==> src/logic/mac_pkg.sv <==
// Purpose: shared constants for the acquisition sequencer
// Assumes: one 25 MHz clock; all pins synchronous to it
// Notes:   mode and clock-source encodings are local choices
package mac_pkg;
    localparam int CH_N       = 4;
    localparam int GAIN_W     = 2;
    localparam int DATA_W     = 12;
    localparam int CNT_W      = 17;
    localparam int DIV_W      = 8;
    localparam int FIFO_DEPTH = 16;
    localparam int FIFO_AW    = 4;

    // gain codes: 1, 2, 5, 10 -> spans 5, 2.5, 1, 0.5 volts
    localparam logic [1:0] GAIN_X1  = 2'h0;
    localparam logic [1:0] GAIN_X2  = 2'h1;
    localparam logic [1:0] GAIN_X5  = 2'h2;
    localparam logic [1:0] GAIN_X10 = 2'h3;

    localparam logic [2:0] MODE_SINGLE = 3'h0;
    localparam logic [2:0] MODE_PACER  = 3'h1;
    localparam logic [2:0] MODE_POST   = 3'h2;
    localparam logic [2:0] MODE_DELAY  = 3'h3;
    localparam logic [2:0] MODE_ABOUT  = 3'h4;
    localparam logic [2:0] MODE_PRE    = 3'h5;

    localparam logic [1:0] CLK_INTERNAL = 2'h0;
    localparam logic [1:0] CLK_EXT_DIFF = 2'h1;
    localparam logic [1:0] CLK_EXT_SE   = 2'h2;

    localparam logic [1:0] TRG_SOFT   = 2'h0;
    localparam logic [1:0] TRG_EXT    = 2'h1;
    localparam logic [1:0] TRG_ANALOG = 2'h2;

    localparam logic [DIV_W-1:0] DIV_RESET = 8'hff;
    localparam logic [CNT_W-1:0] CNT_ONE   = 17'h00001;
    localparam logic [CNT_W-1:0] CNT_ZERO  = 17'h00000;
    localparam logic [CNT_W-1:0] CNT_TWO   = 17'h00002;

    typedef enum logic [4:0] {
        MAC_IDLE  = 5'b00001,
        MAC_WAIT  = 5'b00010,
        MAC_DELAY = 5'b00100,
        MAC_RUN   = 5'b01000,
        MAC_POST  = 5'b10000
    } mac_state_e;
endpackage : mac_pkg

==> src/logic/mac_acq.sv <==
// Purpose: acquisition sequencer, clock select and result buffer for a 4-channel A/D card
// Assumes: mclk at 25 MHz stands for the time base; converter answers with conv_done
// Notes:   results pass through a two-entry buffer; circular mode drops oldest words
//
// How it works
// - each channel has its own two-bit gain code: 1, 2, 5 or 10
// - six modes: single, pacer, post, delay, about and pre trigger
// - single mode: one software trigger gives one conversion into the fifo
// - pacer mode converts on every sample clock edge while the clock runs
// - paced and triggered modes take internal divider or either external clock
// - post trigger: start on trigger, stop at count n or software stop
// - delay trigger: skip m sample clocks after trigger, then store n samples
// - about trigger: sample from first edge, then stop once m words are stored after trigger, in-flight ones included
// - about trigger ends holding the latest 16 samples around the trigger
// - pre trigger: sample from start, stop at trigger, keep earlier samples
// - internal sample clock is an 8-bit divider; conversion on its rising edge
// - divider spans full rate (divisor 0) to 1/256 of the time base
// - differential external clock limits conversion rate to half its frequency
// - two external clocks: differential-derived and single-ended
// - hot reset keeps or clears configuration as the jumper says
// - trigger from software, external logic level or analog threshold
// - trigger edge programmable rising or falling
`timescale 1ns/1ps
`default_nettype none
module mac_acq
    import mac_pkg::*;
(
    input  wire logic                      mclk,
    input  wire logic                      rst_n,
    input  wire logic                      hot_reset,
    input  wire logic                      hot_reset_config_jumper,
    input  wire logic                      cfg_we,
    input  wire logic [2:0]                cfg_mode,
    input  wire logic [1:0]                cfg_clk_src,
    input  wire logic [1:0]                cfg_trg_src,
    input  wire logic                      cfg_trg_falling,
    input  wire logic [DIV_W-1:0]          cfg_divisor,
    input  wire logic [CH_N*GAIN_W-1:0]    cfg_gain,
    input  wire logic [CNT_W-1:0]          cfg_count_n,
    input  wire logic [CNT_W-1:0]          cfg_count_m,
    input  wire logic                      cfg_dma_en,
    input  wire logic                      sw_start,
    input  wire logic                      sw_stop,
    input  wire logic                      sw_trigger,
    input  wire logic                      ext_trigger,
    input  wire logic                      analog_above,
    input  wire logic                      differential_ext_sample_clock,
    input  wire logic                      single_ended_ext_sample_clock,
    output logic                           conv_start,
    input  wire logic                      conv_done,
    input  wire logic [DATA_W-1:0]         conv_data,
    output logic [CH_N*GAIN_W-1:0]         gain_out,
    input  wire logic                      rd_en,
    output logic [DATA_W-1:0]              rd_data,
    output logic                           fifo_not_empty,
    output logic                           fifo_full,
    output logic                           acq_busy,
    output logic                           acq_done,
    output logic                           dma_err
);
    import mac_pkg::*;

    function automatic logic [FIFO_AW-1:0] ptr_inc(input logic [FIFO_AW-1:0] p);
        ptr_inc = p + {{(FIFO_AW-1){1'b0}}, 1'b1};
    endfunction : ptr_inc

    // configuration; jumper high keeps it through a hot reset
    logic [2:0]             mode_r;
    logic [1:0]             clk_src_r;
    logic [1:0]             trg_src_r;
    logic                   trg_fall_r;
    logic [DIV_W-1:0]       div_r;
    logic [CH_N*GAIN_W-1:0] gain_r;
    logic [CNT_W-1:0]       n_r;
    logic [CNT_W-1:0]       m_r;
    logic                   dma_r;
    wire cfg_clear = hot_reset & ~hot_reset_config_jumper;

    always_ff @(posedge mclk)
    begin
        if (!rst_n || cfg_clear)
        begin
            mode_r     <= MODE_SINGLE;
            clk_src_r  <= CLK_INTERNAL;
            trg_src_r  <= TRG_SOFT;
            trg_fall_r <= 1'b0;
            div_r      <= DIV_RESET;
            gain_r     <= '0;
            n_r        <= CNT_ONE;
            m_r        <= CNT_TWO;
            dma_r      <= 1'b0;
        end
        else if (cfg_we)
        begin
            mode_r     <= cfg_mode;
            clk_src_r  <= cfg_clk_src;
            trg_src_r  <= cfg_trg_src;
            trg_fall_r <= cfg_trg_falling;
            div_r      <= cfg_divisor;
            gain_r     <= cfg_gain;
            n_r        <= cfg_count_n;
            m_r        <= cfg_count_m;
            dma_r      <= cfg_dma_en;
        end
    end

    // internal divider: a pulse every div_r+1 clocks; divisor 1 gives half rate
    logic [DIV_W-1:0] div_cnt_r;
    logic             int_tick_r;
    wire              div_wrap = (div_cnt_r == '0);
    always_ff @(posedge mclk)
    begin
        if (!rst_n)
        begin
            div_cnt_r  <= '0;
            int_tick_r <= 1'b0;
        end
        else
        begin
            div_cnt_r  <= div_wrap ? div_r : div_cnt_r - 8'h01;
            int_tick_r <= div_wrap;
        end
    end

    // external clocks are sampled; edge detect gives one pulse per rising edge
    logic ext_diff_d_r;
    logic ext_se_d_r;
    logic diff_gate_r;
    always_ff @(posedge mclk)
    begin
        if (!rst_n)
        begin
            ext_diff_d_r <= 1'b0;
            ext_se_d_r   <= 1'b0;
            diff_gate_r  <= 1'b0;
        end
        else
        begin
            ext_diff_d_r <= differential_ext_sample_clock;
            ext_se_d_r   <= single_ended_ext_sample_clock;
            if (differential_ext_sample_clock & ~ext_diff_d_r)
                diff_gate_r <= ~diff_gate_r;
        end
    end
    wire diff_rise = differential_ext_sample_clock & ~ext_diff_d_r;
    // differential clock acts as system clock: convert on every second edge only
    wire diff_tick = diff_rise & diff_gate_r;
    wire se_tick   = single_ended_ext_sample_clock & ~ext_se_d_r;
    wire samp_tick = (clk_src_r == CLK_EXT_DIFF) ? diff_tick :
                     (clk_src_r == CLK_EXT_SE)   ? se_tick   : int_tick_r;

    // trigger source and edge
    logic trg_lvl_d_r;
    wire  trg_lvl = (trg_src_r == TRG_EXT)    ? ext_trigger :
                    (trg_src_r == TRG_ANALOG) ? analog_above : sw_trigger;
    always_ff @(posedge mclk)
    begin
        if (!rst_n)
            trg_lvl_d_r <= 1'b0;
        else
            trg_lvl_d_r <= trg_lvl;
    end
    wire trg_evt = trg_fall_r ? (~trg_lvl & trg_lvl_d_r) : (trg_lvl & ~trg_lvl_d_r);

    // sequencer
    mac_state_e       st_r;
    logic [CNT_W-1:0] cnt_r;
    // issued conversions counted apart from stored words: no stray word after the last in post and delay modes
    logic [CNT_W-1:0] iss_r;
    wire is_circ  = (mode_r == MODE_ABOUT) || (mode_r == MODE_PRE);
    wire needs_dma = (mode_r == MODE_POST) || (mode_r == MODE_DELAY);
    wire stored   = conv_done;
    wire cnt_last = (cnt_r == CNT_ONE);
    wire iss_left = (iss_r != CNT_ZERO);

    mac_state_e st_nxt;
    logic [CNT_W-1:0] cnt_nxt;
    logic [CNT_W-1:0] iss_nxt;
    logic fire;
    logic finish;
    always_comb
    begin
        st_nxt  = st_r;
        cnt_nxt = cnt_r;
        iss_nxt = iss_r;
        fire    = 1'b0;
        finish  = 1'b0;
        unique case (st_r)
            MAC_IDLE:
            begin
                if (mode_r == MODE_SINGLE)
                    fire = sw_trigger;
                else if (sw_start && !(needs_dma && !dma_r))
                begin
                    unique case (mode_r)
                        MODE_PACER:              st_nxt = MAC_RUN;
                        MODE_POST, MODE_DELAY:   st_nxt = MAC_WAIT;
                        default:                 st_nxt = MAC_RUN;
                    endcase
                    cnt_nxt = (mode_r == MODE_DELAY) ? m_r : n_r;
                end
            end
            MAC_WAIT:
            begin
                if (trg_evt)
                begin
                    st_nxt  = (mode_r == MODE_DELAY) ? MAC_DELAY : MAC_POST;
                    iss_nxt = n_r;
                end
            end
            MAC_DELAY:
            begin
                if (samp_tick)
                begin
                    cnt_nxt = cnt_r - CNT_ONE;
                    if (cnt_last)
                    begin
                        st_nxt  = MAC_POST;
                        cnt_nxt = n_r;
                        iss_nxt = n_r;
                    end
                end
            end
            MAC_RUN:
            begin
                fire = samp_tick;
                if (mode_r == MODE_PRE && trg_evt)
                    finish = 1'b1;
                else if (mode_r == MODE_ABOUT && trg_evt)
                begin
                    st_nxt  = MAC_POST;
                    cnt_nxt = m_r;
                    iss_nxt = m_r;
                end
            end
            MAC_POST:
            begin
                fire    = samp_tick & iss_left;
                iss_nxt = fire ? iss_r - CNT_ONE : iss_r;
                if (stored)
                begin
                    cnt_nxt = cnt_r - CNT_ONE;
                    if (cnt_last)
                        finish = 1'b1;
                end
            end
            default:
                st_nxt = MAC_IDLE;
        endcase
        if (sw_stop || finish)
        begin
            st_nxt = MAC_IDLE;
            fire   = 1'b0;
        end
    end

    always_ff @(posedge mclk)
    begin
        if (!rst_n)
        begin
            st_r       <= MAC_IDLE;
            cnt_r      <= CNT_ZERO;
            iss_r      <= CNT_ZERO;
            conv_start <= 1'b0;
            acq_busy   <= 1'b0;
            acq_done   <= 1'b0;
            dma_err    <= 1'b0;
            gain_out   <= '0;
        end
        else
        begin
            st_r       <= st_nxt;
            cnt_r      <= cnt_nxt;
            iss_r      <= iss_nxt;
            conv_start <= fire;
            acq_busy   <= (st_nxt != MAC_IDLE);
            acq_done   <= finish;
            dma_err    <= sw_start & needs_dma & ~dma_r & (st_r == MAC_IDLE);
            gain_out   <= gain_r;
        end
    end

    // two-entry skid buffer between converter and fifo; a full linear fifo stalls it
    logic [DATA_W-1:0] sk_d_r [2];
    logic              sk_v_r [2];
    logic              fifo_wr_ok;
    wire               sk_in_ready = ~sk_v_r[1];
    wire               sk_take     = conv_done & sk_in_ready;
    wire               sk_pop      = sk_v_r[0] & fifo_wr_ok;
    always_ff @(posedge mclk)
    begin
        if (!rst_n)
        begin
            sk_v_r[0] <= 1'b0;
            sk_v_r[1] <= 1'b0;
            sk_d_r[0] <= '0;
            sk_d_r[1] <= '0;
        end
        else if (sk_pop)
        begin
            sk_v_r[0] <= sk_v_r[1] | sk_take;
            sk_d_r[0] <= sk_v_r[1] ? sk_d_r[1] : conv_data;
            sk_v_r[1] <= sk_v_r[1] & sk_take;
            sk_d_r[1] <= conv_data;
        end
        else if (sk_take)
        begin
            if (!sk_v_r[0])
            begin
                sk_v_r[0] <= 1'b1;
                sk_d_r[0] <= conv_data;
            end
            else
            begin
                sk_v_r[1] <= 1'b1;
                sk_d_r[1] <= conv_data;
            end
        end
    end

    // result fifo; circular modes drop the oldest word rather than stall
    logic [DATA_W-1:0]  mem_r [FIFO_DEPTH];
    logic [FIFO_AW-1:0] wp_r;
    logic [FIFO_AW-1:0] rp_r;
    logic [FIFO_AW:0]   lvl_r;
    wire is_full   = (lvl_r == 5'h10);
    wire is_empty  = (lvl_r == 5'h00);
    assign fifo_wr_ok = ~is_full | is_circ;
    wire drop_old  = sk_pop & is_full;
    wire do_rd     = rd_en & ~is_empty & ~drop_old;
    wire adv_rp    = do_rd | drop_old;
    wire lvl_up    = sk_pop & ~is_full;
    wire [FIFO_AW:0] lvl_nxt = (lvl_up && !do_rd) ? lvl_r + 5'h01 :
                               (do_rd && !lvl_up) ? lvl_r - 5'h01 : lvl_r;
    always_ff @(posedge mclk)
    begin
        if (!rst_n)
        begin
            wp_r           <= '0;
            rp_r           <= '0;
            lvl_r          <= '0;
            rd_data        <= '0;
            fifo_not_empty <= 1'b0;
            fifo_full      <= 1'b0;
        end
        else
        begin
            if (sk_pop)
            begin
                mem_r[wp_r] <= sk_d_r[0];
                wp_r        <= ptr_inc(wp_r);
            end
            if (adv_rp)
                rp_r <= ptr_inc(rp_r);
            if (do_rd)
                rd_data <= mem_r[rp_r];
            lvl_r          <= lvl_nxt;
            fifo_not_empty <= (lvl_nxt != 5'h00);
            fifo_full      <= (lvl_nxt == 5'h10);
        end
    end
endmodule : mac_acq
`default_nettype wire

==> config.mk <==
export PLATFORM = sky130hd
export DESIGN_NAME = mac_acq
export DESIGN_NICKNAME = d
export VERILOG_FILES = /design/src/logic/mac_pkg.sv /design/src/logic/mac_acq.sv
export SDC_FILE = /design/constraint.sdc
export NUM_CORES = 1
export LEC_CHECK = 0
export BUFFER_PORTS_ARGS = -buffer_cell sky130_fd_sc_hd__buf_4
export CORE_MARGIN = 10
export CORE_UTILIZATION = 55
export DETAILED_ROUTE_END_ITERATION = 8
export PLACE_DENSITY = 0.74
export REMOVE_ABC_BUFFERS = 1
export SLEW_MARGIN = 20
export SYNTH_ARGS = -nofsm -noshare
export SYNTH_HDL_FRONTEND = slang
export SYNTH_SLANG_ARGS = --single-unit
==> constraint.sdc <==
create_clock -name mclk -period 6.58 [get_ports mclk]
set_input_delay 0.329 -clock mclk [delete_from_list [all_inputs] [get_ports mclk]]
set_output_delay 0.329 -clock mclk [all_outputs]
set_load 0.02 [all_outputs]
; Word-level counts from Yosys, hierarchy flattened
; Memory sizes are Yosys's and may differ from the RTL's. A register that Yosys moved wholly into a read port is not among the register bits.
; Index checks and enable logic that the tools add are counted.
[word_totals]
ff_bits = 138
latchBits = 0
ram_bits = 218
mem_bits_ro = 0
inputBits = 85
output_inout_bits = 26
wordCells = 193
mem_count = 3
[classes]
addsub = 7
multipliers = 0
div_mod_pow = 0
n_lt_le_gt_ge = 0
n_eq_ne = 26
shift = 0
n_mux = 62
n_bitwise = 40
n_reduce_logical = 27
[memory_table]
columns = name, depth, word_bits, rd, rd_ports_with_merged_regs, wr, line
row1 = mem_r, 16, 12, 1, 1, 1, mac_acq.sv:322  ; logic [DATA_W-1:0] mem_r [FIFO_DEPTH];
row2 = sk_d_r, 2, 12, 2, 0, 2, mac_acq.sv:284  ; logic [DATA_W-1:0] sk_d_r [2];
row3 = sk_v_r, 2, 1, 2, 0, 2, mac_acq.sv:285  ; logic sk_v_r [2];
[ops]
columns = operator, count
row1 = $mux 17, 12
row2 = $pmux 17 s4, 2
row3 = $mux 12, 5
row4 = $mux 5, 11
row5 = $sub 17x1->17 const B, 2
row6 = $mux 1, 27
row7 = $pmux 5 s5, 1
row8 = $ne 2x2->1 const B, 9
row9 = $and 1x1->1, 17
row10 = $eq 17x1->1 const B, 1
row11 = $reduce_bool 17->1, 1
row12 = $eq 5x5->1 const B, 3
row13 = $reduce_and 7->1, 2
row14 = $not 1->1, 12
row15 = $or 1x1->1, 11
row16 = $add 4x1->4 const B, 2
row17 = $logic_not 8->1, 1
row18 = $mux 8, 1
row19 = $reduce_bool 4->1, 2
row20 = $sub 8x1->8 const B, 1
row21 = $eq 3x2->1 const B, 2
row22 = $eq 3x3->1 const B, 2
row23 = $logic_and 1x1->1, 6
row24 = $logic_not 1->1, 6
row25 = 17 further kinds, 23

; Logic depth before layout (Yosys ltp)
[logic_depth]
word_depth = 12
depth_mapped = 10
ltp_nobuf = 8

; Worst setup path before layout
; OpenSTA, ideal clock, no wires.
[synth_timing]
path_kind = flip-flop to flip-flop
startpoint = reg lvl_r[0]
endpoint = mem mem_r[1][0] (enable)
t_arrival_ns = 2.335
path_slack_ns = 3.849
path_stages_with_launch = 8
period_less_slack_ns = 2.731
cell_sequence = dfxtp_1 > inv_1 > ha_1 > nand4bb_1 > a21o_1 > buf_1 > nand3_1 > nor3_1
[synth_via]
elab_chain_cells = 7
[synth_rtl]
columns = element, line
row1 = start: declaration, mac_acq.sv:325  ; logic [FIFO_AW:0] lvl_r;
row2 = start signal: assignment, mac_acq.sv:357  ; lvl_r <= lvl_nxt;
row3 = $eq 5x5->1, mac_acq.sv:326  ; wire is_full = (lvl_r == 5'h10);
row4 = $not 1->1, mac_acq.sv:328  ; assign fifo_wr_ok = ~is_full | is_circ;
row5 = $or 1x1->1, mac_acq.sv:328
row6 = $and 1x1->1, mac_acq.sv:289  ; wire sk_pop = sk_v_r[0] & fifo_wr_ok;
row7 = $mux 1, mac_acq.sv:348  ; if (sk_pop)
row8 = $mux 1, mac_acq.sv:337  ; if (!rst_n)
row9 = $mux 1 (implied by the code), mac_acq.sv:350  ; mem_r[wp_r] <= sk_d_r[0];
row10 = end: declaration, mac_acq.sv:322
; Every way passes these cells.

; Worst setup path after layout
[layout_timing]
startpoint = reg cnt_r[0]
endpoint = reg iss_r[5]
[layout_via]
elab_chain_cells = 3
[layout_rtl]
columns = element, line
row1 = start: declaration, mac_acq.sv:167  ; logic [CNT_W-1:0] cnt_r;
row2 = start signal: assignment, mac_acq.sv:273  ; cnt_r <= cnt_nxt;
row3 = $eq 17x1->1, mac_acq.sv:173  ; wire cnt_last = (cnt_r == CNT_ONE);
row4 = $ne 2x2->1 (no source line), -
row5 = $reduce_and 7->1 (no source line), -
row6 = end signal: assignment, mac_acq.sv:274  ; iss_r <= iss_nxt;
row7 = end: declaration, mac_acq.sv:169  ; logic [CNT_W-1:0] iss_r;
; Every way passes these cells.
; A chain may end at the register's enable or synchronous reset.

==> flow_summary_export.csv <==
group,metric,value,unit
sta,setup_tns,0,ns
die,dieArea,36500,um2
power,vdd_drop_max,0.250,mV
sta,finalMaxSlewViolations,0,
worst_setup_path,reg2reg_depth,6,
global_routing,grt_pass1_wl,61.9,mm
worst_setup_path,rr_startpoint,"cnt_r[0]",
final_layout,final_cells,1790,
cts,clockBufferDepth,3,
sta,final.period_utilization,50.4,%
die,std_cell_rows,62,
synthesis,ys_seq_elements,368,
drt,dr.first_iter.drc_count,972,
worst_setup_path,criticalPathCategory,"register to register",
power,p_total,0.00625,W
drt,ant_nets,0,
worst_setup_path,r2r_end,"iss_r[5]",
synthesis,synth.yosys.seq_area_share,59.4,%
global_routing,overflow,0,
worst_setup_path,critPathCapture,"iss_r[5]",
final_layout,area_growth,15.7,%
power,p_per_area,336,nW/um2
worst_setup_path,regToRegSetupSlack,3.26,ns
worst_setup_path,startpoint_type,"register",
drt,routedWlPerCell,21.9,um
global_routing,grt_max_degree,60,
die,ios,111,
sta,min_period,3.32,ns
synthesis,ys.flop_type,"edfxtp_1",
sta,slew_headroom,31.1,%
drt,vias,10800,
drt,viasPerCell,6.01,
synthesis,synthDistinctLibCells,78,
die,start_util,55.8,%
cts,htree_levels,2,
cts,cts_inserted_buffers,38,
synthesis,syn_inst,1275,
worst_setup_path,crit_path_end_kind,"register",
sta,fmax,0.301,GHz
die,core,28800,um2
worst_setup_path,cp.arrival,3.74,ns
placed_design,numPortBuffers,110,
sta,rsz0062_at_grt,"no",
drt,dr.pass1.iters,6,
run,maxCapViolations,0,
cts,clock_tree.root_cell,"clkbuf_16",
sta,tightest_slew,1.03,ns
placed_design,dp.cells,1709,
outcome,status,"finished, final reports clean",
final_layout,layout-drive-gt1-share,19.5,%
cts,clock_latency,0.54,ns
worst_setup_path,crit_fanout,33,
global_routing,antenna_found_initial,0,
sta,hold_viol,0,
synthesis,synth_warnings,0,
global_routing,grt.total_usage,21.5,%
worst_hold_path,min_path_type,"input pin to register",
drt,wirelength,39.1,mm
synthesis,syn_area_per_cell,12.6,um2
die,die_w,191,um
cts,cts_tree,"built",
worst_setup_path,cp.required,7.00,ns
worst_setup_path,crit_path_start,"cnt_r[0]",
global_routing,first_global_vias,10800,
synthesis,async_flop_share,0,%
sta,setup_viol,0,
placed_design,dp_hpwl,25.5,mm
die,die_h,191,um
final_layout,antenna_cells,0,
drt,post-route-drc-count,0,
cts,cts_sinks,368,
final_layout,fin_nets,1475,
power,leakagePower,6.82,nW
cts,clk_pin_slew,0.07,ns
sta,fin_skew,0.0171,ns
synthesis,synth-edff-count,218,
cts,cts_resized,0,
placed_design,gp_congestion,0.937,
synthesis,synthesis.area,16100,um2
==> cell families after synthesis <==
family / count (synthesis) / synth area share (%)
compound gates: 216 / 9.52
xor+xnor: 36 / 1.96
fa+ha+maj: 13 / 1.01
buf+inv: 101 / 2.53
flops: 368 / 59.4
mux: 137 / 13.2
simple gates: 404 / 12.4
==> area by class of cell <==
cell class	count	area (um2)
clock buffer	60	1120
clock inverter	9	91.3
fill	2127	10200
inverter	20	75.1
multi-input combinational	806	6160
sequential	368	9560
tap	384	480
timing repair buffer	143	1120
==> metal layers <==
layer | vias to the layer above | part of all wire (%) | track usage [%]
met5 | - | 0 | 0
met4 | 0 | 2.6 | 6.97
met3 | 77 | 6.3 | 3.68
met2 | 395 | 52 | 37.6
met1 | 5263 | 39 | 26.6
li1 | 5023 | - | -
==> worst min path at each step <==
stage | end | cells past startpoint | from | slack [ns]
after CTS | div_r[2] | 3 | cfg_divisor[2] | 0.0004
after floorplan | gain_out[0] | 1 | gain_r[0] | 0.43
final | div_r[2] | 3 | cfg_divisor[2] | 0.01
after global placement | gain_out[6] | 1 | gain_r[6] | 0.44
after detailed placement | gain_out[4] | 1 | gain_r[4] | 0.44
after global routing | div_r[2] | 3 | cfg_divisor[2] | 0.01
==> where the power goes <==
group | switching (W) | internal [W] | leakage [nW]
combinational | 0.000610 | 0.000543 | 2.97
sequential | 0.000249 | 0.00276 | 3.26
clock | 0.000874 | 0.00121 | 0.592
==> Yosys cell counts (15+ instances only) <==
cell type,instances,area share [%]
edfxtp_1,218,41
dfxtp_1,150,19
nor2_1,126,2.9
nand2_1,113,2.6
mux2i_1,77,4.8
mux4_2,60,8.4
clkbuf_1,58,1.4
a21oi_1,45,1.4
o21ai_0,37,1.2
nand3_1,31,0.97
and2_1,30,1.2
xor2_1,23,1.3
inv_1,20,0.47
nor3_1,19,0.59
a32o_1,15,0.93
==> repair_timing <==
| item | CTS | global route |
|---|---|---|
| hold buffers | 11 | 0 |
| setup buffers | 0 | 0 |
| endpoints found under the hold margin | 11 | 0 |
==> metrics by stage <==
stage / worst slack [ns] / area [um2] / utilization (%) / hold slack, ns
2_1_floorplan: 3.03 / 15700 / - / 0.429
3_3_place_gp: 3.40 / 17200 / 59.9 / 0.436
3_5_place_dp: 3.30 / 17200 / 59.9 / 0.440
4_1_cts: 3.31 / 18600 / 64.5 / 0.000353
5_1_grt: 2.99 / 18600 / 64.6 / 0.0109
6_report: 3.26 / 18600 / 64.6 / 0.0139
==> critical path: stages, from the launching register on <==
cell	delay, ns
dfxtp_1	0.42
ha_1	0.24
nor4b_1	0.33
nand4_2	0.75
o21ai_2	0.87
nand2_4	0.20
o311a_1	0.40
==> flip-flops by register name, summed over array words and instances (netlist names), 5 cells and up <==
| register | count |
|---|---|
| cnt_r | 17 |
| div_cnt_r | 8 |
| div_r | 8 |
| gain_out | 8 |
| gain_r | 8 |
| iss_r | 17 |
| lvl_r | 5 |
| m_r | 17 |
| mem_r | 192 |
| n_r | 17 |
| rd_data | 12 |
| sk_d_r | 24 |
| st_r | 5 |
==> cell usage in the layout (no fill, tap or decap), types with 5 or more instances in the layout <==
cell / count
or4_1: 5
nor2b_1: 9
dlygate4sd3_1: 11
edfxtp_1: 218
a21oi_1: 45
or3_1: 5
buf_4: 131
clkbuf_16: 39
a32o_1: 15
dfxtp_1: 147
a211oi_1: 11
nor4_1: 5
ha_1: 13
mux4_2: 60
nand2_1: 113
o21ai_0: 37
nand4_1: 7
clkbuf_1: 14
o31ai_1: 9
and2_1: 30
nand2b_1: 8
a311oi_1: 8
a21o_1: 11
a22oi_1: 9
o21ai_1: 5
o211ai_1: 10
inv_1: 19
nor2_2: 5
xnor2_1: 13
o2111ai_1: 12
nor2_1: 121
mux2i_1: 77
nand3b_1: 6
clkbuf_8: 6
xor2_1: 23
nor3b_1: 8
nor3_1: 16
and3_1: 6
nand3_1: 31
No activity file was read; power rests on OpenSTA's default activity.
